[src/shared/psw_pkg.sv]
// Purpose: Constants, state encoding and register layout of the pin-selectable watchdog.
// Assumes: A free-running 20 MHz clock and a 10 us timing tick derived from it.
// Notes: All intervals are held in microseconds and converted to whole ticks, rounded up.
package psw_pkg;
	// Clock and tick
	localparam int unsigned PSW_CLOCK_HZ = 20_000_000;
	localparam int unsigned PSW_TICK_US = 10;
	localparam int unsigned PSW_TICK_CYCLES = PSW_TICK_US * (PSW_CLOCK_HZ / 1_000_000);
	localparam int unsigned PSW_PRE_W = 16;
	localparam int unsigned PSW_CW = 23;

	// Interval minimums in microseconds
	localparam longint PSW_30US = 30;
	localparam longint PSW_200US = 200;
	localparam longint PSW_SETTLE_US = 300;
	localparam longint PSW_1MS = 1_000;
	localparam longint PSW_3MS = 3_000;
	localparam longint PSW_10MS = 10_000;
	localparam longint PSW_30MS = 30_000;
	localparam longint PSW_100MS = 100_000;
	localparam longint PSW_300MS = 300_000;
	localparam longint PSW_1S = 1_000_000;
	localparam longint PSW_3S = 3_000_000;
	localparam longint PSW_10S = 10_000_000;
	localparam longint PSW_60S = 60_000_000;
	localparam longint PSW_PULSE_OD_US = 100_000;
	localparam longint PSW_PULSE_PP_US = 1_000;

	// Microseconds to whole ticks, never shorter than asked
	function automatic logic [PSW_CW-1:0] psw_ticks(input longint us);
		return PSW_CW'((us + PSW_TICK_US - 1) / PSW_TICK_US);
	endfunction : psw_ticks

	localparam logic [PSW_CW-1:0] PSW_SETTLE_TICKS = psw_ticks(PSW_SETTLE_US);

	// Select codes with special meaning
	localparam logic [2:0] PSW_SEL_DISABLE = 3'h3;
	localparam logic [2:0] PSW_SEL_EDGE_A = 3'h5;
	localparam logic [2:0] PSW_SEL_EDGE_B = 3'h6;

	typedef enum {PSW_VAR_EQUAL, PSW_VAR_FIXED, PSW_VAR_FIRST} psw_variant_t;

	typedef enum logic [2:0] {
		PSW_SETTLE, PSW_STARTUP, PSW_FIRSTEDGE, PSW_RUN, PSW_PULSE, PSW_DISABLED
	} psw_state_t;

	typedef struct packed {
		logic [1:0] strobeSync;
		logic strobePrev;
		logic [2:0] selMeta;
		logic [2:0] selSync;
		logic [2:0] selHeld;
		logic changePending;
		logic [PSW_PRE_W-1:0] prescale;
		logic [PSW_CW-1:0] count;
		psw_state_t state;
		logic outN;
	} psw_regs_t;

	localparam psw_regs_t PSW_RESET = '{
		strobeSync: 2'h0, strobePrev: 1'b0, selMeta: 3'h0, selSync: 3'h0, selHeld: 3'h0,
		changePending: 1'b0, prescale: '0, count: '0, state: PSW_SETTLE, outN: 1'b1
	};
endpackage : psw_pkg

[src/psw_watchdog.sv]
// Purpose: Watchdog supervisor; pulses an active-low output when the strobe stops toggling.
// Assumes: Strobe and select pins are asynchronous; one free-running clock; sync reset.
// Notes: Variant and output pulse width are fixed at build time by parameters.
`timescale 1ns/1ps

// Overview of operation
// - Output pulse fires when strobe stays constant for the whole timeout period.
// - Timeout counter clears on every strobe edge and when the pulse asserts.
// - Output stays high while strobed in time; goes low for pulse width on expiry.
// - Pulse width is 100ms open-drain or 1ms push-pull, chosen by parameter.
// - Startup delay and timeout come from variant plus three-bit select code.
// - Equal-timing variant: startup equals timeout, 1ms up to 60s by code.
// - Fixed-startup variant: 60s startup, timeouts 1ms up to 60s by code.
// - Third variant: startup and timeout pairs per code, 30us to 60s.
// - Third variant codes 101 and 110 wait for first strobe edge.
// - Startup delay begins at power-up and on any select input change.
// - No counting and no pulses during the startup delay.
// - After startup, normal timeout counting and strobe monitoring begin.
// - Code 011 disables the watchdog; another code re-enables it.
// - Strobe edges ignored during the pulse and the startup delay.
// - A 300us settle interval ignores the strobe before startup begins.
// - Timing restarts from zero when the output pulse ends.
module psw_watchdog #(
	parameter psw_pkg::psw_variant_t VARIANT = psw_pkg::PSW_VAR_EQUAL,
	parameter bit OPEN_DRAIN = 1'b1,
	parameter int unsigned TICK_CYCLES = psw_pkg::PSW_TICK_CYCLES
) (
	input wire logic clock,
	input wire logic reset_n,
	input wire logic strobe_in,
	input wire logic timing_select_0,
	input wire logic timing_select_1,
	input wire logic timing_select_2,
	output logic timeout_pulse_n
);
	import psw_pkg::*;

	// Refuse tick lengths the prescaler cannot count
	if (TICK_CYCLES < 1 || TICK_CYCLES > (1 << PSW_PRE_W)) begin : g_bad_tick
		$error("TICK_CYCLES out of range for the prescaler");
	end

	localparam logic [PSW_CW-1:0] PULSE_TICKS =
		psw_ticks(OPEN_DRAIN ? PSW_PULSE_OD_US : PSW_PULSE_PP_US);
	localparam logic [PSW_PRE_W-1:0] TICK_LAST = PSW_PRE_W'(TICK_CYCLES - 1);

	psw_regs_t r;
	psw_regs_t n;
	logic tick;
	logic strobeEdge;
	logic selChanged;
	logic firstEdgeCode;
	logic [PSW_CW-1:0] timeoutTicks;
	logic [PSW_CW-1:0] startupTicks;

	// Timeout period for a select code in this variant
	function automatic logic [PSW_CW-1:0] timeoutFor(input logic [2:0] code);
		logic [PSW_CW-1:0] t;
		t = '0;
		unique case (code)
			3'h0: t = (VARIANT == PSW_VAR_FIRST) ? psw_ticks(PSW_3MS) : psw_ticks(PSW_1MS);
			3'h1: begin
				if (VARIANT == PSW_VAR_EQUAL) begin
					t = psw_ticks(PSW_10MS);
				end else if (VARIANT == PSW_VAR_FIXED) begin
					t = psw_ticks(PSW_3MS);
				end else begin
					t = psw_ticks(PSW_3S);
				end
			end
			3'h2: begin
				if (VARIANT == PSW_VAR_EQUAL) begin
					t = psw_ticks(PSW_30MS);
				end else if (VARIANT == PSW_VAR_FIXED) begin
					t = psw_ticks(PSW_10MS);
				end else begin
					t = psw_ticks(PSW_1S);
				end
			end
			3'h3: t = '0;
			3'h4: t = (VARIANT == PSW_VAR_FIRST) ? psw_ticks(PSW_30US) : psw_ticks(PSW_100MS);
			3'h5: t = (VARIANT == PSW_VAR_FIXED) ? psw_ticks(PSW_300MS) : psw_ticks(PSW_1S);
			3'h6: t = (VARIANT == PSW_VAR_FIXED) ? psw_ticks(PSW_3S) : psw_ticks(PSW_10S);
			3'h7: t = (VARIANT == PSW_VAR_FIRST) ? psw_ticks(PSW_10S) : psw_ticks(PSW_60S);
		endcase
		return t;
	endfunction : timeoutFor

	// Startup delay for a select code in this variant
	function automatic logic [PSW_CW-1:0] startupFor(input logic [2:0] code);
		logic [PSW_CW-1:0] s;
		s = timeoutFor(code);
		if (VARIANT == PSW_VAR_FIXED) begin
			s = psw_ticks(PSW_60S);
		end else if (VARIANT == PSW_VAR_FIRST) begin
			unique case (code)
				3'h0: s = psw_ticks(PSW_3MS);
				3'h1: s = psw_ticks(PSW_3S);
				3'h2: s = psw_ticks(PSW_60S);
				3'h4: s = psw_ticks(PSW_200US);
				3'h7: s = psw_ticks(PSW_60S);
				default: s = '0;
			endcase
		end
		return s;
	endfunction : startupFor

	// Decoded timing of the held setting
	assign timeoutTicks = timeoutFor(r.selHeld);
	assign startupTicks = startupFor(r.selHeld);
	assign firstEdgeCode = (VARIANT == PSW_VAR_FIRST) &&
		(r.selHeld == PSW_SEL_EDGE_A || r.selHeld == PSW_SEL_EDGE_B);

	// Edge and change detection on the second sync stage only
	assign strobeEdge = r.strobeSync[1] ^ r.strobePrev;
	assign selChanged = r.selSync != r.selHeld;
	assign tick = r.prescale == TICK_LAST;

	// Next-state logic
	always_comb begin
		n = r;
		// Two-stage synchronisers
		n.strobeSync = {r.strobeSync[0], strobe_in};
		n.strobePrev = r.strobeSync[1];
		n.selMeta = {timing_select_2, timing_select_1, timing_select_0};
		n.selSync = r.selMeta;
		// Prescaler and tick counter
		n.prescale = tick ? '0 : r.prescale + 1'b1;
		if (tick) begin
			n.count = r.count + 1'b1;
		end
		unique case (r.state)
			PSW_SETTLE: begin
				// Strobe ignored while the setting settles
				if (tick && r.count == PSW_SETTLE_TICKS - 1'b1) begin
					n.count = '0;
					n.prescale = '0;
					if (r.selHeld == PSW_SEL_DISABLE) begin
						n.state = PSW_DISABLED;
					end else if (firstEdgeCode) begin
						n.state = PSW_FIRSTEDGE;
					end else begin
						n.state = PSW_STARTUP;
					end
				end
			end
			PSW_STARTUP: begin
				// Edges ignored, output held high
				if (tick && r.count == startupTicks - 1'b1) begin
					n.state = PSW_RUN;
					n.count = '0;
					n.prescale = '0;
				end
			end
			PSW_FIRSTEDGE: begin
				// No timer; first strobe edge ends startup
				n.count = '0;
				n.prescale = '0;
				if (strobeEdge) begin
					n.state = PSW_RUN;
				end
			end
			PSW_RUN: begin
				if (strobeEdge) begin
					n.count = '0;
					n.prescale = '0;
				end else if (tick && r.count == timeoutTicks - 1'b1) begin
					n.state = PSW_PULSE;
					n.outN = 1'b0;
					n.count = '0;
					n.prescale = '0;
				end
			end
			PSW_PULSE: begin
				// Strobe ignored while the output is low
				if (tick && r.count == PULSE_TICKS - 1'b1) begin
					n.outN = 1'b1;
					n.count = '0;
					n.prescale = '0;
					n.changePending = 1'b0;
					n.state = r.changePending ? PSW_SETTLE : PSW_RUN;
				end
			end
			PSW_DISABLED: begin
				n.count = '0;
				n.prescale = '0;
			end
		endcase
		// A new setting restarts from the settle interval
		if (selChanged) begin
			n.selHeld = r.selSync;
			// Only a pulse already on the pin finishes first; an expiry this cycle yields
			if (r.state == PSW_PULSE && n.state == PSW_PULSE) begin
				n.changePending = 1'b1;
			end else begin
				n.state = PSW_SETTLE;
				n.count = '0;
				n.prescale = '0;
				n.outN = 1'b1;
			end
		end
	end

	// State register
	always_ff @(posedge clock) begin
		if (!reset_n) begin
			r <= PSW_RESET;
		end else begin
			r <= n;
		end
	end

	assign timeout_pulse_n = r.outN;
endmodule : psw_watchdog

[config.mk]
export PLATFORM = sky130hd
export DESIGN_NAME = psw_watchdog
export DESIGN_NICKNAME = d
export VERILOG_FILES = /design/src/shared/psw_pkg.sv /design/src/psw_watchdog.sv
export SDC_FILE = /design/constraint.sdc
export NUM_CORES = 1
export LEC_CHECK = 0
export BUFFER_PORTS_ARGS = -buffer_cell sky130_fd_sc_hd__buf_4
export CAP_MARGIN = 30
export CORE_MARGIN = 3
export CORE_UTILIZATION = 55
export CTS_BUF_LIST = sky130_fd_sc_hd__clkbuf_16
export DETAILED_ROUTE_END_ITERATION = 8
export PLACE_DENSITY_LB_ADDON = 0.15
export SYNTH_ARGS = -nofsm -noshare
export SYNTH_HDL_FRONTEND = slang
export SYNTH_SLANG_ARGS = --single-unit
[constraint.sdc]
create_clock -name clock -period 4.06 [get_ports clock]
set_clock_uncertainty 0.2 [all_clocks]
set_input_delay 0.406 -clock clock [delete_from_list [all_inputs] [get_ports clock]]
set_output_delay 0.406 -clock clock [all_outputs]
set_load 0.01 [all_outputs]
Yosys cells after proc, flatten, opt, wreduce, memory -nomap -nowiden
Cells that the tools add are included.
- equality and inequality tests: 18
- add/subtract/negate cells: 3
- reduce and logical (&&, ||, !) cells: 7
- bitwise logic cells: 1
- multiplexer cells: 19
- operators with widths (kind ; number):
    case mux 39 bit (5 select lines) ; 1
    case mux 23 bit (8 select lines) ; 1
    2-to-1 mux 44 bit ; 2
    2-to-1 mux 43 bit ; 2
    2-to-1 mux 42 bit ; 2
    2-to-1 mux 39 bit ; 1
    adder 23 x 1 -> 23 bit, second input constant ; 1
    equality test 23 x 14 -> 1 bit, second input constant ; 1
    equality test 23 bit ; 1
    equality test 23 x 5 -> 1 bit, second input constant ; 1
    2-to-1 mux 23 bit ; 1
    subtractor 23 x 1 -> 23 bit, second input constant ; 1
    equality test 3 bit, second input constant ; 7
    adder 16 x 1 -> 16 bit, second input constant ; 1
    equality test 16 x 8 -> 1 bit, second input constant ; 1
    2-to-1 mux 16 bit ; 1
    case mux 3 bit (5 select lines) ; 1
    equality test 3 x 2 -> 1 bit, second input constant ; 4
    equality test 3 x 1 -> 1 bit, second input constant ; 2
    logical NOT 3 bit ; 2
    2-to-1 mux 3 bit ; 2
    logical AND 1 bit ; 4
    2-to-1 mux 4 bit ; 1
    != test 3 bit ; 1
    other kinds (5) ; 6
- output and inout bits: 1
- bits of input ports: 6
- register bits: 56
- word-level logic and storage cells: 58

Depth between registers and ports, before layout
- depth after elaboration: 12
- gate-level depth with buffers: 13
- mapped depth without buffers: 9

Least setup slack after synthesis
OpenSTA, ideal clock, no wires.
- path kind: register to register
- from: register r[45] (netlist name)
- to: register r, in the netlist timeout_pulse_n
- buffers on the path: 3
- arrival: 2.997 ns
- data required time: 3.738 ns
- setup time: 0.122 ns
- path slack: 0.741 ns
- stages on the path, launching flop included: 13
- period minus slack after synthesis: 3.319 ns
- cell sequence: dfxtp_1 -> buf_6 -> buf_6 -> inv_2 -> fa_1 -> buf_2 -> mux2i_1 -> o211ai_1 -> a22oi_2 -> nand4_2 -> or4_4 -> or2_1 -> a221o_1
- longest elaborated chain between the ends: 12
- elaborated cells between the ends (all ways): 24
- classes of those cells: add/sub (1); eq/ne (10); mux (10); reduce/logical (3)
- RTL lines (what ; RTL line ; source):
    start: declaration ; psw_watchdog.sv:47 ; psw_regs_t r;
    start signal: assignment ; psw_watchdog.sv:209 ; r <= n;
    equality test 3 bit, or another cell as far along ; psw_watchdog.sv:60 ; unique case (code)
    case mux 23 bit (8 select lines) ; psw_watchdog.sv:60 ;
    subtractor 23 x 1 -> 23 bit ; psw_watchdog.sv:149, psw_watchdog.sv:167 ;
    equality test 23 bit ; psw_watchdog.sv:149, psw_watchdog.sv:167 ;
    logical AND 1 bit ; psw_watchdog.sv:149, psw_watchdog.sv:167 ;
    2-to-1 mux 43 bit ; psw_watchdog.sv:167 ; end else if (tick && r.count == timeoutTicks - 1'b1) begin
    2-to-1 mux 4 bit ; psw_watchdog.sv:164 ; if (strobeEdge) begin
    case mux 3 bit (5 select lines) ; psw_watchdog.sv:132 ; unique case (r.state)
    equality test 3 bit ; psw_watchdog.sv:193 ; if (r.state == PSW_PULSE && n.state == PSW_PULSE) begin
    logical AND 1 bit ; psw_watchdog.sv:193 ;
    2-to-1 mux 43 bit ; psw_watchdog.sv:193 ;
    2-to-1 mux 44 bit * ; psw_watchdog.sv:190 ; if (selChanged) begin
Every way passes the cells marked *; elsewhere a longest branch is shown, timed or not. The select of a mux whose other input is x is not followed.
A chain may end at the register's enable or synchronous reset.

Worst setup path in the final report
Same ends and word-level chain as after synthesis.

==> report_table.html <==
<table>
<tr><th>Metric</th><th>Value</th></tr>
<tr><th colspan="2">Synth</th></tr>
<tr><td>Fraction of registers with async set/reset</td><td>0%</td></tr>
<tr><td>Share of Yosys cell area claimed by the top area cell type</td><td>33.4%</td></tr>
<tr><td>Synthesized area divided by synthesized cell count</td><td>slightly above 8 um^2</td></tr>
<tr><td>Number of instances in the synthesized netlist</td><td>414</td></tr>
<tr><td>Primary FF master, synth</td><td>dfxtp_1</td></tr>
<tr><td>Top area cells in the synthesized netlist</td><td>dfxtp_1 33%, xnor2_1 6.8%, and2_1 5.4%</td></tr>
<tr><td>Number of synthesized register bits</td><td>56</td></tr>
<tr><td>Post-synth cell types</td><td>68</td></tr>
<tr><td>Number of enable flip-flop cells after synthesis</td><td>0</td></tr>
<tr><td>Syn Nets</td><td>424</td></tr>
<tr><td>Leading area contributor after synthesis</td><td>dfxtp_1</td></tr>
<tr><td>Yosys Warn Count</td><td>0</td></tr>
<tr><td>Share of the yosys chip area belonging to registers</td><td>around 33%</td></tr>
<tr><td>Post-Syn Area</td><td>3350 um^2</td></tr>
<tr><th colspan="2">Clock network</th></tr>
<tr><td>Number of gates resized after cts</td><td>0</td></tr>
<tr><td>Number of buffers inserted to repair setup after CTS</td><td>0</td></tr>
<tr><td>Clock latency of the later-clocked register in the worst-skew pair</td><td>290 ps</td></tr>
<tr><td>Cts bufs inserted</td><td>5</td></tr>
<tr><td>Number of buffers between clock root and the deepest sink</td><td>2</td></tr>
<tr><td>Cell chosen for the clock root</td><td>clkbuf_16</td></tr>
<tr><td>CTS tree</td><td>built</td></tr>
<tr><td>Sink count of the clock tree</td><td>56</td></tr>
<tr><td>Hold bufs inserted after CTS</td><td>0</td></tr>
<tr><td>Clock transition time at the flip-flop clock pins of the worst setup and hold paths</td><td>~70 ps</td></tr>
<tr><td>CTS HTree Levels</td><td>2</td></tr>
<tr><th colspan="2">Run</th></tr>
<tr><td>Max_cap viols</td><td>0</td></tr>
<tr><th colspan="2">Floorplanning</th></tr>
<tr><td>Core Area</td><td>5710 um^2</td></tr>
<tr><td>Die extent in y</td><td>84.1 um</td></tr>
<tr><td>Top-level I/O count</td><td>7</td></tr>
<tr><td>Initial cell density of the core</td><td>58.7%</td></tr>
<tr><td>Total Die Area</td><td>between 7000 and 8000 um^2</td></tr>
<tr><td>Rows</td><td>27</td></tr>
<tr><td>Horizontal die dimension</td><td>84.1 um</td></tr>
<tr><th colspan="2">Global route</th></tr>
<tr><td>Number of antenna violations at the first check in global routing</td><td>0</td></tr>
<tr><td>Met1 Usage GRT</td><td>29.4%</td></tr>
<tr><td>Overall global routing resource usage</td><td>21.5%</td></tr>
<tr><td>Pin count of the biggest net entering global routing</td><td>29</td></tr>
<tr><td>First-pass GRT wire length</td><td>~13 mm</td></tr>
<tr><td>Most heavily used metal layer in global routing</td><td>met2</td></tr>
<tr><td>Number of global-route vias before repair</td><td>2659</td></tr>
<tr><td>Total overflow reported by the global router</td><td>0</td></tr>
<tr><td>Global routing met2 resource utilization</td><td>roughly a third</td></tr>
<tr><td>Global-route met3 utilization</td><td>3.46%</td></tr>
<tr><th colspan="2">Detailed routing</th></tr>
<tr><td>Violation count after the first detailed-routing iteration</td><td>225</td></tr>
<tr><td>Routed wirelength normalized by instance count</td><td>around 15 um</td></tr>
<tr><td>Antenna-violating nets left</td><td>0</td></tr>
<tr><td>Drt total wl</td><td>approximately 7.3 mm</td></tr>
<tr><td>Vias/cell</td><td>between 5 and 6</td></tr>
<tr><td>DRC violation count after routing</td><td>0</td></tr>
<tr><td>Total number of vias</td><td>2856</td></tr>
<tr><td>Drt first pass iters</td><td>5</td></tr>
<tr><th colspan="2">Hold path</th></tr>
<tr><td>Class of the tightest hold or removal check</td><td>primary input to register</td></tr>
<tr><td>Worst hold path stage count</td><td>2</td></tr>
<tr><th colspan="2">Setup path</th></tr>
<tr><td>Critical path, cell by cell</td><td>inv_2, fa_1, nand2b_1, a211oi_1, o221a_2, nand4_2, or4_4, or2_1, a221o_1</td></tr>
<tr><td>Cell count along the critical path</td><td>9</td></tr>
<tr><td>Kind of critical path</td><td>register to register</td></tr>
<tr><td>Arrival time reported for the critical path endpoint</td><td>3470 ps</td></tr>
<tr><td>Data required time of the worst path</td><td>4040 ps</td></tr>
<tr><td>Delay contributed by the slowest stage of the critical path</td><td>870 ps</td></tr>
<tr><td>Type of element launching the critical path</td><td>register</td></tr>
<tr><td>Sum of buffers and inverters on the critical path</td><td>1</td></tr>
<tr><td>Worst-path fanout max</td><td>16</td></tr>
<tr><td>Type of element capturing the critical path</td><td>register</td></tr>
<tr><td>Cell type group with the largest total delay on the critical path</td><td>simple AND/OR/NAND/NOR gates</td></tr>
<tr><td>Length in cells of the worst reg-to-reg path</td><td>9</td></tr>
<tr><td>Slowest cell on the critical path</td><td>fa_1</td></tr>
<tr><td>Worst reg2reg setup slack</td><td>570 ps</td></tr>
<tr><th colspan="2">STA</th></tr>
<tr><td>Hold violation total from the final report</td><td>0</td></tr>
<tr><td>Fmax</td><td>0.287 GHz</td></tr>
<tr><td>Max transition margin</td><td>between 40% and 50%</td></tr>
<tr><td>RSZ-0062 raised after global routing</td><td>false</td></tr>
<tr><td>Pins Over Slew Limit</td><td>0</td></tr>
<tr><td>Final worst-path cycle share</td><td>85.9%</td></tr>
<tr><td>Transition time at the pin with the least slew margin</td><td>872 ps</td></tr>
<tr><td>Final setup slack of the worst path</td><td>approximately 570 ps</td></tr>
<tr><td>Setup TNS Final</td><td>0 ps</td></tr>
<tr><td>Fin crit period</td><td>approximately 3500 ps</td></tr>
<tr><td>Setup violators final</td><td>0</td></tr>
<tr><th colspan="2">Layout</th></tr>
<tr><td>Final Non-Filler Cells</td><td>approximately 480</td></tr>
<tr><td>Share of post-route cells with drive strength above 1</td><td>9.61%</td></tr>
<tr><td>Number of nets in the final layout</td><td>roughly 420</td></tr>
<tr><td>Final core area utilization</td><td>62.0%</td></tr>
<tr><td>Total non-filler cell area in the finished layout</td><td>between 3000 and 4000 um^2</td></tr>
<tr><td>Number of antenna repair diodes</td><td>0</td></tr>
<tr><td>Relative area change from synthesis to final layout</td><td>5.52%</td></tr>
<tr><th colspan="2">Placement</th></tr>
<tr><td>Standard cell area after detailed placement</td><td>approximately 3400 um^2</td></tr>
<tr><td>Placement-stage worst setup slack</td><td>between 500 and 600 ps</td></tr>
<tr><td>Half-perimeter wire length after detailed placement</td><td>5.21 mm</td></tr>
<tr><td>Placed insts</td><td>470</td></tr>
<tr><td>Routability cong.</td><td>approximately 0.91</td></tr>
<tr><td>Number of input and output port buffers inserted</td><td>6</td></tr>
<tr><th colspan="2">Power and ir drop</th></tr>
<tr><td>Leak Pwr</td><td>0.00122 uW</td></tr>
<tr><td>Power per standard cell area</td><td>296 nW/um^2</td></tr>
<tr><td>Maximum resistive drop on vdd</td><td>slightly below 300 uV</td></tr>
<tr><th colspan="2">Outcome</th></tr>
<tr><td>Status</td><td>complete, no violations</td></tr>
</table>
[cell type report]
| cell class | instances | area [um^2] |
|---|---|---|
| clock buffers | 5 | 125 |
| clock inverters | 3 | 21.3 |
| fillers | 532 | 2170 |
| inverters | 18 | 67.6 |
| multi-input cells | 313 | 2030 |
| flip-flops and latches | 56 | 1120 |
| well taps | 72 | 90.1 |
| repair buffers | 11 | 82.6 |
[per-stage QoR]
step | total power (uW) | hold WS (ps)
after global placement | 631 | 206
after floorplan | 618 | 206
final | 1050 | 121
after detailed placement | 633 | 215
after CTS | 1060 | 116
after global routing | 1090 | 131
[flip-flops by register name (all words and copies together), names as in the netlist]
register and count:
r 50, n 5, timeout_pulse_n 1
[worst register-to-register path, stage by stage, from the launching register on]
cell and delay [ps]:
dfxtp_1 340, inv_2 90, fa_1 880, nand2b_1 160, a211oi_1 260, o221a_2 220, nand4_2 140, or4_4 560
or2_1 260, a221o_1 290
[path summary, 6_finish.rpt]
| kind | start | endpoint |
|---|---|---|
| worst max register to register | r[45] | timeout_pulse_n |
| worst max-delay path | r[45] | timeout_pulse_n |
| worst min-delay path | timing_select_2 | n[49] |
| worst min register to register | n[48] | r[48] |
[cells in the mapped netlist (9+ instances only)]
cell and n:
a21oi_1 9, and2_1 29, and3_1 10, clkbuf_1 15, dfxtp_1 56, inv_1 14, nand2_1 36, nand3_1 13
nand4_1 13, nor2_1 42, nor4_1 12, o21ai_0 16, xnor2_1 26, xor2_1 15
[cells by family (layout without fill, tap and decap cells)]
| group | count (synthesis) | after routing | share of synthesized area, % |
|---|---|---|---|
| AOI/OAI and AO/OA | 62 | 62 | 13.4 |
| xor gates and xnor gates | 41 | 41 | 10.7 |
| adders and majority gates | 4 | 4 | 1.72 |
| buffers and inverters | 45 | 37 | 6.01 |
| DFF | 56 | 56 | 33.4 |
| muxes | 3 | 3 | 0.933 |
| and+or+nand+nor | 203 | 203 | 33.8 |
[power breakdown]
group / leakage [uW] / internal [uW] / switching [uW]
clock network: 0.0000702 / 230 / 197
logic: 0.000701 / 23.6 / 37.8
registers: 0.000453 / 556 / 3.32
total: 0.00122 / 809 / 239
[layout by cell type, fill, tap and decap left out, drive strengths merged, types with 5 or more instances in the layout]
cell and n:
and3 10, or2 5, nor4 13, dfxtp 56, nand3 13, nor3 9
nand2b 5, xnor2 26, clkbuf 5, inv 19, nor2b 5, nor2 42
nand2 36, o21ai 16, a21oi 9, xor2 15, and2 29, nand4 14
buf 11
[per-layer routing]
| layer | vias to the layer above | wire length, um |
|---|---|---|
| met1 | 1322 | 3450 |
| met5 | - | 0 |
| met2 | 91 | 3350 |
| li1 | 1430 | - |
| met3 | 13 | 381 |
| met4 | 0 | 124 |
No activity file was read; power rests on OpenSTA's default activity.
